<file path="src/inc/adc_ctrl_pkg.sv">
// Shared constants for the converter select, update and sleep-start control
package adc_ctrl_pkg;

	// Register offsets on the plain register port
	localparam logic [3:0] OFS_SELECT = 4'h0;
	localparam logic [3:0] OFS_CONTROL = 4'h1;
	localparam logic [3:0] OFS_STATUS = 4'h2;
	localparam logic [3:0] OFS_RESULT_LO = 4'h3;
	localparam logic [3:0] OFS_RESULT_HI = 4'h4;
	localparam logic [3:0] OFS_PRESCALE = 4'h5;
	localparam logic [3:0] OFS_ACTIVE_SEL = 4'h6;

	// Select register fields
	localparam int SEL_REF_HI = 7;
	localparam int SEL_REF_LO = 6;
	localparam int SEL_LEFT_ADJ = 5;
	localparam int SEL_MUX_HI = 4;
	localparam int SEL_DIFF_BIT = 4;
	localparam int SEL_DIFF_BIT2 = 3;

	// Control register fields
	localparam int CTL_ON = 7;
	localparam int CTL_START = 6;
	localparam int CTL_AUTO = 5;
	localparam int CTL_DONE = 4;
	localparam int CTL_IRQ_EN = 3;

	// Status register fields
	localparam int STS_BUSY = 0;
	localparam int STS_FIRST = 1;
	localparam int STS_SLEEP_CONV = 2;
	localparam int STS_IRQ = 3;

	// Reset values
	localparam logic [7:0] SELECT_RST = 8'h00;
	localparam logic [7:0] CONTROL_RST = 8'h00;
	localparam logic [7:0] PRESCALE_RST = 8'h01;

	// Conversion lengths in converter clocks
	localparam logic [4:0] CONV_NORMAL_CLKS = 5'h0D;
	localparam logic [4:0] CONV_FIRST_CLKS = 5'h19;

	// Full-scale code for an input at or above the reference
	localparam logic [9:0] CODE_FULL = 10'h3FF;

	// Conversion sequencer states
	typedef enum logic [1:0] {
		ST_IDLE = 2'b00,
		ST_WAIT_EDGE = 2'b01,
		ST_CONVERT = 2'b10
	} conv_state_e;

endpackage : adc_ctrl_pkg

</file>
<file path="src/rtl/adc_prescaler.sv">
// Converter clock prescaler producing a one-cycle rising-edge tick
`timescale 1ns/1ps
module adc_prescaler import adc_ctrl_pkg::*; #(
	parameter int DIV_W = 8
) (
	// Clock and reset
	input wire logic clk,
	input wire logic rst,
	// Control
	input wire logic run,
	input wire logic restart,
	input wire logic [DIV_W-1:0] half_period,
	// Tick out
	output logic tick
);

	// Elaboration check on the divider width
	if (DIV_W < 2) begin : g_div_chk
		$error("adc_prescaler: DIV_W too small");
	end

	logic [DIV_W-1:0] cnt_r;
	logic phase_r;

	// Count half periods; held in reset while the converter is off
	always_ff @(posedge clk or posedge rst) begin
		if (rst) begin
			cnt_r <= '0;
			phase_r <= 1'b0;
			tick <= 1'b0;
		end else if (!run || restart) begin
			cnt_r <= '0;
			phase_r <= 1'b0;
			tick <= 1'b0;
		end else if (cnt_r >= half_period) begin
			cnt_r <= '0;
			phase_r <= ~phase_r;
			tick <= ~phase_r; // Rising edge of converter clock
		end else begin
			cnt_r <= cnt_r + 1'b1;
			tick <= 1'b0;
		end
	end

endmodule : adc_prescaler

</file>
<file path="src/rtl/adc_select_update_sleep_ctrl.sv">
// Converter control: selection buffering, conversion sequencing, sleep start
//
// Overview of operation
// With auto-trigger and enable set, a trigger may start conversion any cycle; the code takes a trigger only while ST_IDLE.
// Software changes selection only while idle, after trigger, or before flag clear.
// Selection written under safe conditions applies from the next conversion.
// Software waits 125 us or discards results after new differential channel.
// Same settling wait after reference select change before differential conversion.
// Single mode: select channel before start; change one converter clock later.
// Free running restarts at completion; new channel shows from second result.
// Software ignores the first result after switching to a gain channel.
// Software discards the first result after a reference switch.
// With external reference on the pin, software never picks internal references.
// Before sleep start: enabled, idle, single mode, completion interrupt on.
// Entering idle or noise-reduction sleep starts a conversion once CPU halts.
// Completion interrupt wakes the CPU when nothing else came first.
// Another wake first: completion request still raised at conversion end.
// Converter stays powered in other sleep states; only enable turns it off.
// Software toggles enable after such sleep for a valid differential result.
// Digital outputs on converter pins stay still during a conversion.
// Single-ended input above reference yields full-scale ten-bit code.
// Selection buffer follows writes, freezes at start, resumes in last clock.
// Start bit written: conversion begins on next converter clock rising edge.
// Completion stores result, sets flag, clears start bit in single mode.
// Sleep-started conversion reads start bit as one until completion.
//
// The address map and the strobed register port are this design's own decisions.
`timescale 1ns/1ps
module adc_select_update_sleep_ctrl import adc_ctrl_pkg::*; #(
	parameter int DATA_W = 10
) (
	// Clock and reset
	input wire logic clk,
	input wire logic rst,
	// Register port
	input wire logic [3:0] addr,
	input wire logic [7:0] wdata,
	input wire logic wr_stb,
	input wire logic rd_stb,
	output logic [7:0] rdata,
	// Trigger and sleep inputs
	input wire logic trigger_pulse,
	input wire logic sleep_enter,
	input wire logic sleep_adc_mode,
	input wire logic cpu_halted,
	// Analog core
	input wire logic [DATA_W-1:0] core_result,
	input wire logic core_over_ref,
	output logic [7:0] core_select,
	output logic core_sample,
	output logic core_power,
	// Interrupt request and wake
	output logic conv_irq,
	output logic cpu_wake
);

	if (DATA_W != 10) begin : g_width_chk
		$error("adc_select_update_sleep_ctrl: DATA_W must be 10");
	end

	// ----------------------------------------------------------------
	// Register state
	// ----------------------------------------------------------------
	logic [7:0] input_ref_select_reg;
	logic [7:0] prescale_r;
	logic converter_on, conv_start_bit, auto_trigger_on, conv_done_flag, irq_en_r;
	logic [DATA_W-1:0] result_r;
	logic first_r, sleep_conv_r, sleep_armed_r;
	conv_state_e state_r;
	logic [4:0] clk_cnt_r;
	logic [4:0] conv_len_r;
	logic tick;
	logic last_clk, done_evt, start_req, trig_start, sleep_start;
	logic [9:0] adj_res;
	logic wr_sel, wr_ctl;

	assign wr_sel = wr_stb && addr == OFS_SELECT;
	assign wr_ctl = wr_stb && addr == OFS_CONTROL;

	// Prescaler restarts on an auto trigger for a fixed trigger delay
	adc_prescaler #(.DIV_W(8)) u_presc (
		.clk(clk),
		.rst(rst),
		.run(converter_on),
		.restart(trig_start),
		.half_period(prescale_r),
		.tick(tick)
	);

	// ----------------------------------------------------------------
	// Start and completion decode
	// ----------------------------------------------------------------
	assign trig_start = converter_on && auto_trigger_on && trigger_pulse
		&& state_r == ST_IDLE;
	assign sleep_start = converter_on && sleep_armed_r && cpu_halted
		&& state_r == ST_IDLE;
	assign start_req = conv_start_bit && state_r == ST_IDLE;
	assign last_clk = state_r == ST_CONVERT && clk_cnt_r == conv_len_r - 5'd1;
	assign done_evt = last_clk && tick;
	assign adj_res = core_over_ref ? CODE_FULL : core_result;

	// Sleep entry arms a one-shot start; cleared when launched or on wake
	always_ff @(posedge clk or posedge rst) begin
		if (rst) begin
			sleep_armed_r <= 1'b0;
		end else if (sleep_enter && sleep_adc_mode && converter_on) begin
			sleep_armed_r <= 1'b1;
		end else if (sleep_start || !cpu_halted || !converter_on) begin
			sleep_armed_r <= 1'b0;
		end
	end

	// ----------------------------------------------------------------
	// Conversion sequencer
	// ----------------------------------------------------------------
	always_ff @(posedge clk or posedge rst) begin
		if (rst) begin
			state_r <= ST_IDLE;
			clk_cnt_r <= '0;
		end else if (!converter_on) begin
			state_r <= ST_IDLE;
			clk_cnt_r <= '0;
		end else begin
			case (state_r)
				ST_IDLE: begin
					if (start_req || trig_start || sleep_start) begin
						state_r <= ST_WAIT_EDGE;
					end
				end
				ST_WAIT_EDGE: begin
					if (tick) begin
						state_r <= ST_CONVERT;
						clk_cnt_r <= '0;
					end
				end
				ST_CONVERT: begin
					if (done_evt) begin
						// Free running restarts straight away
						state_r <= auto_trigger_on && conv_start_bit ? ST_CONVERT : ST_IDLE;
						clk_cnt_r <= '0;
					end else if (tick) begin
						clk_cnt_r <= clk_cnt_r + 5'd1;
					end
				end
				default: state_r <= ST_IDLE;
			endcase
		end
	end

	// Length loaded extended at enable, switched to normal at the first completion
	always_ff @(posedge clk or posedge rst) begin
		if (rst) begin
			conv_len_r <= CONV_FIRST_CLKS;
			first_r <= 1'b1;
		end else if (!converter_on) begin
			conv_len_r <= CONV_FIRST_CLKS;
			first_r <= 1'b1;
		end else if (done_evt) begin
			first_r <= 1'b0;
			conv_len_r <= CONV_NORMAL_CLKS;
		end
	end

	// ----------------------------------------------------------------
	// Selection buffer
	// ----------------------------------------------------------------
	always_ff @(posedge clk or posedge rst) begin
		if (rst) begin
			core_select <= SELECT_RST;
		end else if (state_r != ST_CONVERT || last_clk) begin
			core_select <= input_ref_select_reg;
		end
	end

	// Sample strobe at every conversion start, free-running restarts too
	always_ff @(posedge clk or posedge rst) begin
		if (rst) begin
			core_sample <= 1'b0;
		end else begin
			core_sample <= converter_on && tick && (state_r == ST_WAIT_EDGE
				|| last_clk && auto_trigger_on && conv_start_bit);
		end
	end

	// Power follows the enable only; sleep states do not switch it
	always_ff @(posedge clk or posedge rst) begin
		if (rst) begin
			core_power <= 1'b0;
		end else begin
			core_power <= converter_on;
		end
	end

	// ----------------------------------------------------------------
	// Software registers
	// ----------------------------------------------------------------
	always_ff @(posedge clk or posedge rst) begin
		if (rst) begin
			input_ref_select_reg <= SELECT_RST;
			prescale_r <= PRESCALE_RST;
		end else if (wr_sel) begin
			input_ref_select_reg <= wdata;
		end else if (wr_stb && addr == OFS_PRESCALE) begin
			prescale_r <= wdata;
		end
	end

	// Control bits; a trigger leaves start clear so it cannot free run
	always_ff @(posedge clk or posedge rst) begin
		if (rst) begin
			converter_on <= CONTROL_RST[CTL_ON];
			auto_trigger_on <= CONTROL_RST[CTL_AUTO];
			irq_en_r <= CONTROL_RST[CTL_IRQ_EN];
			conv_start_bit <= CONTROL_RST[CTL_START];
		end else begin
			if (wr_ctl) begin
				converter_on <= wdata[CTL_ON];
				auto_trigger_on <= wdata[CTL_AUTO];
				irq_en_r <= wdata[CTL_IRQ_EN];
			end
			if (!converter_on && !(wr_ctl && wdata[CTL_ON])) begin
				conv_start_bit <= 1'b0;
			end else if (sleep_start) begin
				conv_start_bit <= 1'b1;
			end else if (wr_ctl && wdata[CTL_START]) begin
				conv_start_bit <= 1'b1;
			end else if (done_evt && !auto_trigger_on) begin
				conv_start_bit <= 1'b0;
			end
		end
	end

	// Done flag: set wins over a write-one clear
	always_ff @(posedge clk or posedge rst) begin
		if (rst) begin
			conv_done_flag <= 1'b0;
		end else if (done_evt) begin
			conv_done_flag <= 1'b1;
		end else if (wr_ctl && wdata[CTL_DONE]) begin
			conv_done_flag <= 1'b0;
		end
	end

	// Result capture at completion
	always_ff @(posedge clk or posedge rst) begin
		if (rst) begin
			result_r <= '0;
			sleep_conv_r <= 1'b0;
		end else begin
			if (done_evt) begin
				result_r <= adj_res;
			end
			if (sleep_start) begin
				sleep_conv_r <= 1'b1;
			end else if (done_evt) begin
				sleep_conv_r <= 1'b0;
			end
		end
	end

	// Completion request and wake
	always_ff @(posedge clk or posedge rst) begin
		if (rst) begin
			conv_irq <= 1'b0;
			cpu_wake <= 1'b0;
		end else begin
			conv_irq <= conv_done_flag && irq_en_r;
			cpu_wake <= done_evt && irq_en_r && cpu_halted;
		end
	end

	// ----------------------------------------------------------------
	// Read port, data one cycle after the strobe
	// ----------------------------------------------------------------
	always_ff @(posedge clk or posedge rst) begin
		if (rst) begin
			rdata <= 8'h00;
		end else if (rd_stb) begin
			if (addr == OFS_SELECT) begin
				rdata <= input_ref_select_reg;
			end else if (addr == OFS_CONTROL) begin
				rdata <= {converter_on, conv_start_bit || state_r != ST_IDLE,
					auto_trigger_on, conv_done_flag, irq_en_r, 3'b000};
			end else if (addr == OFS_STATUS) begin
				rdata <= {4'h0, conv_irq, sleep_conv_r, first_r, state_r != ST_IDLE};
			end else if (addr == OFS_RESULT_LO) begin
				rdata <= input_ref_select_reg[SEL_LEFT_ADJ] ? {result_r[1:0], 6'h00}
					: result_r[7:0];
			end else if (addr == OFS_RESULT_HI) begin
				rdata <= input_ref_select_reg[SEL_LEFT_ADJ] ? result_r[9:2]
					: {6'h00, result_r[9:8]};
			end else if (addr == OFS_PRESCALE) begin
				rdata <= prescale_r;
			end else if (addr == OFS_ACTIVE_SEL) begin
				rdata <= core_select;
			end else begin
				rdata <= 8'h00;
			end
		end else begin
			rdata <= 8'h00;
		end
	end

endmodule : adc_select_update_sleep_ctrl

</file>
<file path="config.mk">
export PLATFORM = sky130hd
export DESIGN_NAME = adc_select_update_sleep_ctrl
export DESIGN_NICKNAME = d
export VERILOG_FILES = /design/src/inc/adc_ctrl_pkg.sv /design/src/rtl/adc_prescaler.sv /design/src/rtl/adc_select_update_sleep_ctrl.sv
export SDC_FILE = /design/constraint.sdc
export NUM_CORES = 1
export LEC_CHECK = 0
export BUFFER_PORTS_ARGS = -buffer_cell sky130_fd_sc_hd__buf_2
export CAP_MARGIN = 0
export CORE_ASPECT_RATIO = 1.75
export CORE_MARGIN = 1.5
export CORE_UTILIZATION = 25
export CTS_CLUSTER_SIZE = 16
export DETAILED_ROUTE_END_ITERATION = 8
export GPL_ROUTABILITY_DRIVEN = 0
export HOLD_SLACK_MARGIN = 0.15
export RECOVER_POWER = 25
export SYNTH_ARGS = -nofsm -noshare
export SYNTH_HDL_FRONTEND = slang
export SYNTH_SLANG_ARGS = --single-unit
</file>
<file path="constraint.sdc">
create_clock -name clk -period 7.2 [get_ports clk]
set_input_delay 1.44 -clock clk [delete_from_list [all_inputs] [get_ports clk]]
set_output_delay 1.44 -clock clk [all_outputs]
set_load 0.02 [all_outputs]
</file>
# ---- After elaboration in Yosys (flattened, before gate mapping)
# Cells that the tools add are included.
# Widths: inputs -> output; s select.
dict set report word_totals {
  elab_cells 136
  reg_bits 76
  out_inout_bits 20
}
dict set report classes {
  eq_ne 16
  n_reduce_logical 50
  mux 41
  add_sub_neg 3
  n_bitwise 2
  magnitude_cmp 1
}
# cell n
set ops {}
lappend ops {{$mux 8} 12}
lappend ops {{$mux 5} 6}
lappend ops {{$logic_and 1x1->1} 27}
lappend ops {{$mux 1} 15}
lappend ops {{$eq 4x3->1 const B} 3}
lappend ops {{$mux 10} 1}
lappend ops {{$mux 2} 5}
lappend ops {{$pmux 5 s2} 1}
lappend ops {{$reduce_bool 2->1} 5}
lappend ops {{$add 8x1->8 const B} 1}
lappend ops {{$eq 4x2->1 const B} 2}
lappend ops {{$ge 8x8->1} 1}
lappend ops {{$logic_or 1x1->1} 8}
lappend ops {{$ne 3x2->1 const B} 2}
lappend ops {{$pmux 2 s3} 1}
lappend ops {{$reduce_and 3->1} 2}
lappend ops {{$add 5x1->5 const B} 1}
lappend ops {{$eq 5x5->1} 1}
lappend ops {{$sub 5x1->5 const B} 1}
lappend ops {{$eq 4x1->1 const B} 1}
lappend ops {{$logic_not 1->1} 4}
lappend ops {{$logic_not 4->1} 1}
lappend ops {{$ne 4x3->1 const B} 1}
lappend ops {{$reduce_bool 4->1} 1}
lappend ops {{other kinds (9)} 10}

# ---- Logic depth before layout (Yosys ltp)
dict set report logic_depth {
  depth_word 9
  ltp_mapped 7
}

# ---- Cells and area by module
# Synthesis repeated with hierarchy kept, for this count alone.
dict set report hier_totals {
  hier_cells 356
  area_unflattened_um2 3713.6
}
# mod instances area_each_um2 cells_each seq_area_each_um2
set modules_own_cells {}
lappend modules_own_cells {adc_select_update_sleep_ctrl 1 2997.9 285 1554.0}
lappend modules_own_cells {adc_prescaler 1 715.7 71 250.2}

# ---- Worst setup path after synthesis
# Ideal clock, no wire load.
dict set report synth_timing {
  path_kind {input-to-reg}
  startpoint {in addr[2]}
  endpoint {reg auto_trigger_on}
  cell_stages 4
  path_slack_ps 4717
  path_buffers 1
  t_arrival_ps 2358
  required_ps 7075
  path_cell_list {nor2_2 > and3_1 > clkbuf_1 > mux2_2}
}
dict set report synth_between {
  elab_chain_cells 2
}
# element line_no
set synth_lines {}
lappend synth_lines {{start: declaration} adc_select_update_sleep_ctrl.sv:36} ;# input wire logic [3:0] addr,
lappend synth_lines {{$eq 4x1->1} adc_select_update_sleep_ctrl.sv:78} ;# assign wr_ctl = wr_stb && addr == OFS_CONTROL;
lappend synth_lines {{$logic_and 1x1->1} adc_select_update_sleep_ctrl.sv:78}
lappend synth_lines {{end signal: assignment} adc_select_update_sleep_ctrl.sv:212} ;# auto_trigger_on <= CONTROL_RST[CTL_AUTO];
lappend synth_lines {{end signal: assignment} adc_select_update_sleep_ctrl.sv:218} ;# auto_trigger_on <= wdata[CTL_AUTO];
lappend synth_lines {{end: declaration} adc_select_update_sleep_ctrl.sv:66} ;# logic converter_on, conv_start_bit, auto_trigger_on, conv_done_flag, irq_en_r;
# No other way between the ends.
# A chain may end at the register's enable or synchronous reset.

# ---- Final worst setup path
dict set report layout_timing {
  startpoint {in addr[0]}
  endpoint {reg prescale_r[6]}
}
dict set report layout_between {
  elab_chain_cells 4
  elab_cells_between_ends 6
}
# element line_no
set layout_lines {}
lappend layout_lines {{$logic_not 4->1} adc_select_update_sleep_ctrl.sv:77} ;# assign wr_sel = wr_stb && addr == OFS_SELECT;
lappend layout_lines {{$logic_and 1x1->1} adc_select_update_sleep_ctrl.sv:77}
lappend layout_lines {{$not 1->1 (no line)} --}
lappend layout_lines {{$reduce_and 2->1 (no line) (*)} --}
lappend layout_lines {{end signal: assignment} adc_select_update_sleep_ctrl.sv:204} ;# prescale_r <= wdata;
lappend layout_lines {{end: declaration} adc_select_update_sleep_ctrl.sv:65} ;# logic [7:0] prescale_r;
# Mark *: on every way between the ends. The rest lies on a longest branch, timed or not.

==> results.yml <==
run_status:
  run_status: "finished clean"
critical_path:
  reg2regPathDepth: 6
  cp-startpoint: "addr[0]"
  worst_ep_arrival_time_ns: 2.87
  worstReg2RegEnd: "conv_start_bit"
  crit_end: "prescale_r[6]"
  cp_peak_stage_delay_ns: 0.38
  reg2reg_setup_slack_ns: 4.85
  largest_fanout_on_the_critical_path: 21
  r2r_start: "clk_cnt_r[0]"
  path_class: "input port to flip-flop"
  timing.critical_path.slowest_stage_cell: "mux2_2"
  type_of_element_launching_the_critical_path: "input port"
  setup.worst_path.end_class: "flip-flop"
  timing.critical_path.cells: "buf_2 -> nor2b_1 -> nand2_1 -> nor2_2 -> mux2_2"
  critPathRequiredTime_ns: 7.40
sta:
  slew_headroom_pct: 39.7
  fmaxAchievable_mhz: 375
  layout_worst_path_cycle_share_pct: 37.1
  rsz_0062_raised_after_global_routing: "false"
  worst_slack_ns: 4.53
  number_of_pins_exceeding_their_max_slew_limit_in_the_final_report: 0
  final-hold-violation-count: 0
  finalSetupViolCount: 0
  final.min_clock_period_ns: 2.67
  fin_tns_setup_ns: 0
  timing_worst_slew_pin_value_ns: 0.904
  finalClockSkew_ns: 0.00550
cells_and_area:
  nNetsFinal: 450
  largest_reg_flops: 10
  areaGrowthSynthToFinish_pct: 17.6
  final_layout_size_suffix_gt1_share_pct: 22.8
  finish.instance_area_um2: 4420
  filler_cell_count: 1543
  registers.top_by_ff_count: "result_r"
global_routing:
  grt_overflow_total: 0
  grt_first_pass_wirelength_um: 15700
  vias_in_the_first_global_route: 3076
  antenna_found_initial: 1
  grt_usage_pct: 13.4
  maximum_number_of_pins_on_one_net_before_global_route_repair: 73
clock_tree:
  tritoncts: "done"
  ctsLongestPathBuffers: 2
  cts-root-buf: "clkbuf_16"
  clock_tree.htree_level_count: 3
  postCtsResizedCells: 0
  cts.sink_count: 72
  tritoncts.num_buffers: 9
  postCtsSetupRepairBufs: 0
  clk_pin_slew_ns: 0.05
  hold_buffers: 0
  worst_skew_pair.late_latency_ns: 0.32
logic_synthesis:
  muxShareOfSynthArea_pct: 10.8
  synth_flop_cell: "dfrtp_1"
  synth_enable_flop_cells: 0
  synth_simple_gate_area_share_pct: 13.5
  yosys_warnings: 0
  synth-xor-area-share_pct: 2.56
  most_common_cell_in_the_netlist: "dfrtp_1"
  netlist_area_um2: 3760
  synth_nets: 405
  post_synth_most_frequent_cells: "70 x dfrtp_1, 32 x nand2_1, 27 x nor2_1, 27 x o21ai_0, 20 x mux2_2"
  post_synth_inst_count: 363
  asyncSetResetFlopFracSynth_pct: 100
  dominant_combinational_cell_family_by_area_after_synthesis: "compound AO/OA/AOI/OAI gates"
  synth_cell_type_count: 53
  yosys-top-cells-area: "dfrtp_1 47%, mux2_2 6.0%, ha_1 3.7%"
  seq_area_frac_synth_pct: 48.0
  synthDominantAreaCellType: "dfrtp_1"
  synthesis.area_per_instance_um2: 10.4
  synth_compound_gate_area_share_pct: 17.5
  postSynthRegisterBits: 72
  synth.top_cell.area_share_pct: 46.6
  synth_fa_ha_area_share_pct: 3.66
die:
  fp.dieW_um: 95.7
  die-area_um2: 15800
  core_area_um2: 14800
  initial_core_util_pct: 25.5
  rows: 59
  io-pin-count: 51
  dieHeight_um: 165
route:
  post_drt_wl_per_cell_um: 16.6
  remaining_antenna_violation_count: 0
  drt_pre_antenna_iters: 4
  routed_via_density: 4.91
  finalWirelength_um: 9940
  wl_met3_um: 353
  met1_length_um: 3570
  drt_first_iter_violations: 131
  detailed_route_wirelength_on_metal2_um: 5370
  num_vias: 2932
  remaining_drc_errors: 0
  top_layer_used: "met4"
min_path:
  min-delay-path-class: "flip-flop to flip-flop"
  worst_hold_path.num_cells: 1
power:
  report.power.total_mw: 1.17
  ir_worst_vdd_v: 0.0000891
  cell_area_power_density_nw_per_um2: 266
  cellLeakagePower_nw: 1.98
placed_design:
  dpl_wire_length_um: 7640
  placement.setup.worst_slack_ns: 4.25
  numPortBuffers: 50
  placed_area_um2: 4170
run:
  drv.max_cap_violation_count: 0
how the worst min path moves through the flow:
stage / start / endpoint
6_report: u_presc.cnt_r[0] / u_presc.cnt_r[0]
3_5_place_dp: conv_done_flag / conv_done_flag
3_3_place_gp: u_presc.cnt_r[0] / u_presc.cnt_r[0]
2_1_floorplan: converter_on / core_power
5_1_grt: u_presc.cnt_r[0] / u_presc.cnt_r[0]
4_1_cts: u_presc.cnt_r[0] / u_presc.cnt_r[0]
per-stage QoR:
step | utilization (%) | hold slack [ns] | std cells
after floorplan | - | 0.372 | 363
after global placement | 28.2 | 0.476 | 580
after detailed placement | 28.2 | 0.485 | 580
after CTS | 30.2 | 0.495 | 596
after global routing | 29.9 | 0.521 | 596
final | 29.9 | 0.495 | 597
cells by family (layout without fill, tap and decap cells):
family,Yosys count,count (layout)
AND/OR/NAND/NOR,104,104
AO/OA/AOI/OAI,95,95
flip-flops,72,72
buffers and inverters,36,86
other,0,1
multiplexers,34,34
XOR/XNOR,11,11
adder cells (fa/ha/maj),11,11
power by group:
part           internal, mW  switching, mW  total, mW  leakage, nW
sequential            0.456         0.0610      0.517        0.887
clock                 0.286          0.158      0.444        0.150
combinational        0.0907          0.123      0.214        0.940
cell usage in the layout, fill, tap and decap left out, types with 5 or more instances in the layout:
cell type	Yosys	final
mux2_2	20	20
buf_2	7	48
nand3_1	8	8
nor2b_1	7	7
dfrtp_1	70	70
mux2_1	0	7
ha_1	11	11
o31ai_1	11	11
nand2b_1	6	6
xnor2_1	7	7
clkbuf_16	0	9
a211oi_1	5	5
nor2_1	27	27
mux2i_1	6	6
o21ai_0	27	27
nand2_1	32	32
a21oi_1	13	13
inv_1	19	19
and3_1	8	8
worst max-delay path: cells and delay by family:
family	cells	cell delay, ns
simple gates	3	0.74
buf+inv	1	0.30
mux	1	0.38
cell type report:
class,instances,area [µm²],share of cell area (%)
inverters,19,71.3,1.61
well taps,183,229,5.18
repair buffers,51,255,5.77
diodes,1,2.50,0.0566
clock buffers,13,260,5.89
flip-flops and latches,72,1800,40.8
multi-input cells,255,1760,39.8
clock inverters,3,40.0,0.905
per-layer routing:
layer,vias up,track usage (%)
met5,-,0
met4,0,10.2
met3,34,2.47
met2,85,23.7
met1,1416,13.4
li1,1397,-
Power figures use the tool's default switching activity.
